### src/rtl/gdc_pkg.sv
// Constants and types for the instrument bus command decoder
//
// How it works
// - Addressed commands obeyed only while listen-addressed
// - Listened SDC 04 raises device clear
// - Listened GTL 01 returns to local
// - Listened GET 08 raises trigger
// - Address ORed into 20 makes listener
// - Address ORed into 40 makes talker
// - Secondary bytes 60 to 7F ignored
// - UNL 3F always clears listener
// - UNT 5F clears talker
// - ATN-false bytes go to message input
// - DCL 14 clears without addressing
// - Decode LLO 11, SPE 18, SPD 19
// - Source data only while addressed talker
// - Own listen address drops talker
// - Accept data only while addressed listener
// - Own talk address drops listener
// - No parallel poll; configure commands ignored
// - Request service, report status in poll
// - Remote when listen-addressed with REN, local on GTL
// - Primary address limited to 0 through 30
package gdc_pkg;

  // Clock and timing
  localparam int          CLK_NS      = 50;
  localparam int          SETTLE_NS   = 2000;
  localparam int          SETTLE_CYC  = (SETTLE_NS + CLK_NS - 1) / CLK_NS;

  // Address limits and reset value
  localparam logic [4:0]  ADDR_MAX    = 5'h1E;
  localparam int          ADDR_RST    = 7;

  // Multiline command codes, seven bits
  localparam logic [6:0]  CMD_GTL     = 7'h01;
  localparam logic [6:0]  CMD_SDC     = 7'h04;
  localparam logic [6:0]  CMD_GET     = 7'h08;
  localparam logic [6:0]  CMD_LLO     = 7'h11;
  localparam logic [6:0]  CMD_DCL     = 7'h14;
  localparam logic [6:0]  CMD_SPE     = 7'h18;
  localparam logic [6:0]  CMD_SPD     = 7'h19;
  localparam logic [6:0]  CMD_UNL     = 7'h3F;
  localparam logic [6:0]  CMD_UNT     = 7'h5F;

  // Command groups in bits 6:5
  localparam logic [1:0]  GRP_CMD     = 2'h0;
  localparam logic [1:0]  GRP_LAG     = 2'h1;
  localparam logic [1:0]  GRP_TAG     = 2'h2;
  localparam logic [1:0]  GRP_SCG     = 2'h3;

  // Status byte service request bit
  localparam int          STB_RQS     = 6;

  // Synchroniser vector layout
  localparam int          SY_ATN      = 8;
  localparam int          SY_DAV      = 9;
  localparam int          SY_NRFD     = 10;
  localparam int          SY_NDAC     = 11;
  localparam int          SY_REN      = 12;
  localparam int          SY_IFC      = 13;
  localparam int          SY_EOI      = 14;
  localparam int          SY_W        = 15;

  typedef enum logic [1:0] {
    AH_IDLE  = 2'b00,
    AH_READY = 2'b01,
    AH_HOLD  = 2'b10
  } gdc_ah_e;

  typedef enum logic [1:0] {
    SH_IDLE   = 2'b00,
    SH_SETTLE = 2'b01,
    SH_DAV    = 2'b10
  } gdc_sh_e;

  typedef struct packed {
    logic [SY_W-1:0] sync1;
    logic [SY_W-1:0] sync2;
    gdc_ah_e         ah;
    gdc_sh_e         sh;
    logic [4:0]      addr;
    logic            listen;
    logic            talk;
    logic            remote;
    logic            lockout;
    logic            spoll;
    logic            rqs;
    logic            srvPrev;
    logic [5:0]      settle;
    logic            spByte;
    logic            txEnd;
    logic [7:0]      rxData;
    logic            rxValid;
    logic            rxEnd;
    logic            devClear;
    logic            trigger;
    logic            txTaken;
    logic [7:0]      dioOe;
    logic            davOe;
    logic            nrfdOe;
    logic            ndacOe;
    logic            eoiOe;
  } gdc_state_s;

endpackage : gdc_pkg

### src/rtl/gdc_command_decoder.sv
// Device-side instrument bus interface with command decoder
`timescale 1ns/1ps

module gdc_command_decoder
  import gdc_pkg::*;
#(
  parameter int DEF_ADDR = ADDR_RST
) (
  // Clock and reset
  input  wire logic       clk,
  input  wire logic       resetn,
  // Bus pins, active low, open drain
  input  wire logic [7:0] dioInN,
  output logic      [7:0] dioOutN,
  output logic      [7:0] dioOe,
  input  wire logic       atnInN,
  input  wire logic       renInN,
  input  wire logic       ifcInN,
  input  wire logic       davInN,
  output logic            davOutN,
  output logic            davOe,
  input  wire logic       nrfdInN,
  output logic            nrfdOutN,
  output logic            nrfdOe,
  input  wire logic       ndacInN,
  output logic            ndacOutN,
  output logic            ndacOe,
  input  wire logic       eoiInN,
  output logic            eoiOutN,
  output logic            eoiOe,
  output logic            srqOutN,
  output logic            srqOe,
  // Configuration
  input  wire logic [4:0] primaryAddr,
  // Message input
  output logic      [7:0] rxData,
  output logic            rxValid,
  output logic            rxEnd,
  // Message output
  input  wire logic [7:0] txData,
  input  wire logic       txEnd,
  input  wire logic       txValid,
  output logic            txTaken,
  // Service request and status
  input  wire logic       serviceReq,
  input  wire logic [7:0] statusByte,
  // Device events and state
  output logic            devClear,
  output logic            trigger,
  output logic            listenActive,
  output logic            talkActive,
  output logic            remoteMode,
  output logic            lockoutMode,
  output logic            serialPollMode,
  output logic [4:0]      curAddr
);

  if (DEF_ADDR < 0 || DEF_ADDR > int'(ADDR_MAX)) begin : g_chk
    $error("DEF_ADDR outside 0 to 30");
  end

  function automatic logic isCode(input logic [6:0] cmd, input logic [6:0] code);
    isCode = (cmd == code);
  endfunction : isCode

  gdc_state_s st_r;
  gdc_state_s st_nxt;

  // Positive-logic views of the synchronised pins
  logic [7:0] dioS;
  logic [6:0] cmdS;
  logic       atnS;
  logic       davS;
  logic       nrfdS;
  logic       ndacS;
  logic       renS;
  logic       ifcS;
  logic       eoiS;
  logic       accept;

  assign dioS   = ~st_r.sync2[7:0];
  assign cmdS   = dioS[6:0];
  assign atnS   = ~st_r.sync2[SY_ATN];
  assign davS   = ~st_r.sync2[SY_DAV];
  assign nrfdS  = ~st_r.sync2[SY_NRFD];
  assign ndacS  = ~st_r.sync2[SY_NDAC];
  assign renS   = ~st_r.sync2[SY_REN];
  assign ifcS   = ~st_r.sync2[SY_IFC];
  assign eoiS   = ~st_r.sync2[SY_EOI];
  assign accept = (st_r.ah == AH_READY) && davS;

  always_comb begin
    st_nxt          = st_r;
    st_nxt.sync1    = {eoiInN, ifcInN, renInN, ndacInN, nrfdInN, davInN, atnInN, dioInN};
    st_nxt.sync2    = st_r.sync1;
    st_nxt.rxValid  = 1'b0;
    st_nxt.devClear = 1'b0;
    st_nxt.trigger  = 1'b0;
    st_nxt.txTaken  = 1'b0;
    st_nxt.srvPrev  = serviceReq;

    // Address change unaddresses the device
    if (primaryAddr <= ADDR_MAX && primaryAddr != st_r.addr) begin
      st_nxt.addr   = primaryAddr;
      st_nxt.listen = 1'b0;
      st_nxt.talk   = 1'b0;
    end

    // Remote enable dropped forces local
    if (!renS) begin
      st_nxt.remote  = 1'b0;
      st_nxt.lockout = 1'b0;
    end

    // Acceptor handshake
    case (st_r.ah)
      AH_IDLE: begin
        st_nxt.nrfdOe = 1'b0;
        st_nxt.ndacOe = 1'b0;
        if (atnS || st_r.listen) begin
          st_nxt.ndacOe = 1'b1;
          st_nxt.ah     = AH_READY;
        end
      end
      AH_READY: begin
        if (!(atnS || st_r.listen)) begin
          st_nxt.ndacOe = 1'b0;
          st_nxt.ah     = AH_IDLE;
        end else if (davS) begin
          st_nxt.nrfdOe = 1'b1;
          st_nxt.ndacOe = 1'b0;
          st_nxt.ah     = AH_HOLD;
          if (!atnS) begin
            st_nxt.rxData  = dioS;
            st_nxt.rxEnd   = eoiS;
            st_nxt.rxValid = 1'b1;
          end else if (isCode(cmdS, CMD_UNL)) begin
            st_nxt.listen = 1'b0;
          end else if (isCode(cmdS, CMD_UNT)) begin
            st_nxt.talk = 1'b0;
          end else if (cmdS[6:5] == GRP_LAG) begin
            if (cmdS[4:0] == st_r.addr) begin
              st_nxt.listen = 1'b1;
              st_nxt.talk   = 1'b0;
              if (renS) begin
                st_nxt.remote = 1'b1;
              end
            end
          end else if (cmdS[6:5] == GRP_TAG) begin
            if (cmdS[4:0] == st_r.addr) begin
              st_nxt.talk   = 1'b1;
              st_nxt.listen = 1'b0;
            end else begin
              st_nxt.talk = 1'b0;
            end
          end else if (cmdS[6:5] == GRP_SCG) begin
            st_nxt.ah = AH_HOLD;
          end else if (cmdS[4] == 1'b0) begin
            if (st_r.listen) begin
              case (cmdS)
                CMD_SDC: st_nxt.devClear = 1'b1;
                CMD_GTL: st_nxt.remote   = 1'b0;
                CMD_GET: st_nxt.trigger  = 1'b1;
                default: st_nxt.ah       = AH_HOLD;
              endcase
            end
          end else begin
            case (cmdS)
              CMD_DCL: st_nxt.devClear = 1'b1;
              CMD_LLO: st_nxt.lockout  = 1'b1;
              CMD_SPE: st_nxt.spoll    = 1'b1;
              CMD_SPD: st_nxt.spoll    = 1'b0;
              default: st_nxt.ah       = AH_HOLD;
            endcase
          end
        end
      end
      AH_HOLD: begin
        if (!davS) begin
          st_nxt.nrfdOe = 1'b0;
          if (atnS || st_r.listen) begin
            st_nxt.ndacOe = 1'b1;
            st_nxt.ah     = AH_READY;
          end else begin
            st_nxt.ah = AH_IDLE;
          end
        end
      end
      default: begin
        st_nxt.nrfdOe = 1'b0;
        st_nxt.ndacOe = 1'b0;
        st_nxt.ah     = AH_IDLE;
      end
    endcase

    // Source handshake
    case (st_r.sh)
      SH_IDLE: begin
        st_nxt.dioOe = 8'h00;
        st_nxt.davOe = 1'b0;
        st_nxt.eoiOe = 1'b0;
        if (st_r.talk && !atnS) begin
          st_nxt.settle = 6'h00;
          if (st_r.spoll) begin
            st_nxt.dioOe          = statusByte;
            st_nxt.dioOe[STB_RQS] = st_r.rqs;
            st_nxt.spByte         = 1'b1;
            st_nxt.txEnd          = 1'b0;
            st_nxt.sh             = SH_SETTLE;
          end else if (txValid) begin
            st_nxt.dioOe   = txData;
            st_nxt.spByte  = 1'b0;
            st_nxt.txEnd   = txEnd;
            st_nxt.txTaken = 1'b1;
            st_nxt.sh      = SH_SETTLE;
          end
        end
      end
      SH_SETTLE: begin
        if (st_r.settle != 6'(SETTLE_CYC - 1)) begin
          st_nxt.settle = st_r.settle + 6'h01;
        end else if (!nrfdS && ndacS) begin
          st_nxt.davOe = 1'b1;
          st_nxt.eoiOe = st_r.txEnd;
          st_nxt.sh    = SH_DAV;
        end
      end
      SH_DAV: begin
        if (!ndacS) begin
          st_nxt.davOe = 1'b0;
          st_nxt.eoiOe = 1'b0;
          st_nxt.dioOe = 8'h00;
          st_nxt.sh    = SH_IDLE;
          if (st_r.spByte && st_r.dioOe[STB_RQS]) begin
            st_nxt.rqs = 1'b0;
          end
        end
      end
      default: st_nxt.sh = SH_IDLE;
    endcase

    // Controller taking ATN aborts a source transfer
    if (atnS || !st_r.talk) begin
      st_nxt.dioOe = 8'h00;
      st_nxt.davOe = 1'b0;
      st_nxt.eoiOe = 1'b0;
      st_nxt.sh    = SH_IDLE;
    end

    // New service request; set wins over poll clear
    if (serviceReq && !st_r.srvPrev) begin
      st_nxt.rqs = 1'b1;
    end

    // Interface clear
    if (ifcS) begin
      st_nxt.listen = 1'b0;
      st_nxt.talk   = 1'b0;
      st_nxt.spoll  = 1'b0;
    end
  end

  always_ff @(posedge clk or negedge resetn) begin
    if (!resetn) begin
      st_r       <= '0;
      st_r.sync1 <= {SY_W{1'b1}};
      st_r.sync2 <= {SY_W{1'b1}};
      st_r.addr  <= 5'(DEF_ADDR);
    end else begin
      st_r <= st_nxt;
    end
  end

  // Open-drain drivers pull low when enabled
  assign dioOutN        = 8'h00;
  assign davOutN        = 1'b0;
  assign nrfdOutN       = 1'b0;
  assign ndacOutN       = 1'b0;
  assign eoiOutN        = 1'b0;
  assign srqOutN        = 1'b0;
  assign dioOe          = st_r.dioOe;
  assign davOe          = st_r.davOe;
  assign nrfdOe         = st_r.nrfdOe;
  assign ndacOe         = st_r.ndacOe;
  assign eoiOe          = st_r.eoiOe;
  assign srqOe          = st_r.rqs;
  assign rxData         = st_r.rxData;
  assign rxValid        = st_r.rxValid;
  assign rxEnd          = st_r.rxEnd;
  assign txTaken        = st_r.txTaken;
  assign devClear       = st_r.devClear;
  assign trigger        = st_r.trigger;
  assign listenActive   = st_r.listen;
  assign talkActive     = st_r.talk;
  assign remoteMode     = st_r.remote;
  assign lockoutMode    = st_r.lockout;
  assign serialPollMode = st_r.spoll;
  assign curAddr        = st_r.addr;

  logic cmdQuiet;
  assign cmdQuiet = accept && atnS && !ifcS && (primaryAddr == st_r.addr);
endmodule : gdc_command_decoder

### config.mk
export PLATFORM = sky130hd
export DESIGN_NAME = gdc_command_decoder
export DESIGN_NICKNAME = d
export VERILOG_FILES = /design/src/rtl/gdc_pkg.sv /design/src/rtl/gdc_command_decoder.sv
export SDC_FILE = /design/constraint.sdc
export NUM_CORES = 1
export LEC_CHECK = 0
export BUFFER_PORTS_ARGS = -buffer_cell sky130_fd_sc_hd__buf_4
export CORE_ASPECT_RATIO = 0.7
export CORE_UTILIZATION = 56
export CTS_BUF_LIST = sky130_fd_sc_hd__clkbuf_16
export DETAILED_ROUTE_END_ITERATION = 12
export PLACE_DENSITY_LB_ADDON = 0.08
export SLEW_MARGIN = 20
export SYNTH_ARGS = -nofsm -noshare
export SYNTH_HDL_FRONTEND = slang
export SYNTH_SLANG_ARGS = --single-unit
### constraint.sdc
create_clock -name clk -period 4 [get_ports clk]
set_clock_uncertainty 0.2 [all_clocks]
set_input_delay 0.8 -clock clk [delete_from_list [all_inputs] [get_ports clk]]
set_output_delay 0.8 -clock clk [all_outputs]
set_load 0.005 [all_outputs]
==> flow_metrics.py <==
metrics = {
    "clocking": {
        "cts_resized": 0,
        "cts_num_sinks": 79,
        "htreeDepth": 3,
        "cts.path.max_buffers": 2,
        "clock_latency_ps": 330,
        "clk_pin_slew_worst_paths_ps": 60,
        "clockRootBuffer": "clkbuf_16",
        "post_cts_buffers": 0,
        "cts_tree": "yes",
        "postCtsHoldBufs": 0,
        "cts_made_buffers": 9,
    },
    "global_route": {
        "grt_pass1_vias": 2122,
        "grt_pass1_wl_mm": 10.0,
        "antenna_found_initial": 0,
        "grt_max_degree": 80,
        "grt_overflow": 0,
        "grt.total_usage": 0.212,
    },
    "drt": {
        "post_drt_wl_per_cell_um": 13.7,
        "avgViaCountPerCell": 5.21,
        "drt-pass1-iter-count": 5,
        "antenna_left": 0,
        "drtIter0Drc": 135,
        "drc": 0,
        "routed_wl_mm": 6.16,
        "dr_total_vias": 2339,
    },
    "logic_synthesis": {
        "seq_area_frac_synth": 0.586,
        "async_flop_share": 1.00,
        "synth.avg_cell_area_sq_um": 11.0,
        "yosysWarnings": 0,
        "netlist_area_sq_mm": 0.00345,
        "yosys_register_bits": 79,
        "ys_types": 43,
        "synth_edf_count": 0,
        "synthCells": 312,
        "synthFlopType": "dfrtp_1",
    },
    "pwr": {
        "p_int_uw": 1360,
        "pwr-share-seq": 0.497,
        "p_sw_uw": 366,
        "p_per_area_mw_per_mm2": 417,
        "power_frac_comb": 0.055,
        "switching_share": 0.212,
        "vdd_ir_drop_max_v": 0.000426,
        "p_leak_uw": 0.00188,
        "clock_power_share": 0.448,
    },
    "critical_path": {
        "critPathLaunchType": "flip-flop",
        "crit_path_cell_trace": "buf_4",
        "critPathCaptureType": "output pin",
        "slowest_delay_ps": 670,
        "cp_max_fo": 16,
        "crit_type": "reg2out",
        "worstPathArrival_ps": 1210,
        "required_ps": 3000,
        "path_buf_inv": 1,
        "slowest_stage": "dfrtp_1",
        "cp_top_family": "flip-flops",
    },
    "timing": {
        "max_freq_mhz": 453,
        "drv_slew": 0,
        "layout_setup_ws_ps": 1790,
        "final-hold-violation-count": 0,
        "finalSetupTns_ps": 0,
        "worst-slew-pin-transition_ps": 930,
        "setup_violations": 0,
        "period_needed_ps": 2210,
        "finalCritPeriodShare": 0.551,
        "rsz0062_at_grt": "no",
        "relSlewSlack": 0.380,
    },
    "die": {
        "core-area_sq_mm": 0.00581,
        "start_util": 0.593,
        "rows": 23,
        "io_pins": 90,
        "die_h_um": 67.6,
        "die_area_sq_mm": 0.00648,
        "die_w_um": 95.8,
    },
    "layout": {
        "drive_gt1_frac": 0.342,
        "num_antenna_cells": 0,
        "area_delta_synth_final_pct": 20.4,
        "nNetsFinal": 415,
    },
    "job": {
        "maxCapViolCount": 0,
    },
    "placement": {
        "dp_hpwl_mm": 4.39,
        "portBuffers": 75,
        "place_ws_ps": 1840,
        "finalWeightedCongestion": 0.934,
    },
    "worst_hold_path": {
        "hold_class": "reg2reg",
    },
    "outcome": {
        "run_status": "completed",
    },
}
-- state kept, by name, indices dropped and copies added (netlist names), 5 cells and up --
name and cells:
curAddr 5, st_nxt 15, rxData 8, dioOe 8
st_r 28
-- kinds of logic (layout without fill, tap and decap cells) --
kind of cell | count (synthesis) | after routing | share of synthesized area
other cells | 1 | 13 | 0.00109
mux | 6 | 6 | 0.0185
fa+ha+maj | 5 | 5 | 0.0182
xor+xnor | 12 | 12 | 0.0305
flops | 79 | 79 | 0.586
buf+inv | 48 | 98 | 0.0901
compound gates | 61 | 61 | 0.107
simple gates | 100 | 100 | 0.149
-- layout by cell type (no fill, tap or decap), types with 4 or more instances in the layout --
| cell type | instances |
|---|---|
| buf_4 | 75 |
| dfrtp_1 | 46 |
| nand2_1 | 36 |
| dfstp_2 | 33 |
| o21ai_0 | 26 |
| nor2_1 | 15 |
| conb_1 | 13 |
| a21oi_1 | 11 |
| nand3_1 | 10 |
| clkbuf_16 | 9 |
| nor2b_1 | 8 |
| inv_1 | 7 |
| xor2_1 | 7 |
| a22oi_1 | 7 |
| nand2b_1 | 6 |
| xnor2_1 | 5 |
| nand4_1 | 5 |
| nor3_1 | 5 |
| ha_1 | 5 |
| or3_1 | 4 |
-- per-stage QoR --
step / cells / utilization / hold WS (ps) / area (sq um) / total power [uW]
2_1_floorplan: 324 / - / 145 / 3490 / 915
3_3_place_gp: 433 / 0.665 / 146 / 3860 / 964
3_5_place_dp: 433 / 0.665 / 147 / 3860 / 967
4_1_cts: 449 / 0.714 / 153 / 4150 / 1750
5_1_grt: 449 / 0.714 / 156 / 4150 / 1800
6_report: 449 / 0.714 / 150 / 4150 / 1730
-- cells in the mapped netlist, drive strengths merged, types with 7 or more instances --
cell	count	area (sq um)
o21ai	28	140
inv	7	26.3
dfrtp	46	1150
a21oi	11	55.1
xor2	7	61.3
dfstp	33	867
nor2b	8	50.1
buf	36	265
nand2b	7	51.3
a22oi	7	52.6
nor2	15	56.3
nand3	10	50.1
nand2	36	135
-- area by class of cell --
| type | count | area (sq um) |
|---|---|---|
| clock inverters | 7 | 60.1 |
| fillers | 422 | 1660 |
| multi-input cells | 197 | 1160 |
| well taps | 75 | 93.8 |
| repair buffers | 75 | 563 |
| flip-flops and latches | 79 | 2020 |
| clock buffers | 9 | 225 |
| inverters | 7 | 26.3 |
-- power groups by stage --
| stage | clock (uW) | sequential [uW] | combinational, uW |
|---|---|---|---|
| 6_report | 775 | 859 | 94.4 |
| 5_1_grt | 829 | 862 | 107 |
| 4_1_cts | 795 | 859 | 95.8 |
| 3_5_place_dp | 0 | 872 | 95.4 |
| 3_3_place_gp | 0 | 871 | 93.4 |
| 2_1_floorplan | 0 | 863 | 52.3 |
-- metal layers --
metal | global-route usage | routed length (um)
met2 | 0.303 | 2770
met3 | 0.0631 | 456
met4 | 0.101 | 43
met1 | 0.296 | 2880
met5 | 0 | 0
-- path summary, 6_finish.rpt --
check	startpoint	slack, ps	endpoint	depth (start not counted)
max	serialPollMode$_DFFE_PN0P_	1790	serialPollMode	1
min	st_nxt[50]$_DFF_PN1_	150	st_r[50]$_DFF_PN1_	0
max reg2reg	st_r[45]$_DFFE_PN0P_	1920	st_r[31]$_DFFE_PN0P_	6
min reg2reg	st_nxt[50]$_DFF_PN1_	150	st_r[50]$_DFF_PN1_	0
max in group asynchronous	resetn	2590	rxData[7]$_DFFE_PN0P_	1
min in group asynchronous	resetn	410	curAddr[3]$_DFFE_PN0P_	1
(Power assumes the default switching activity.)
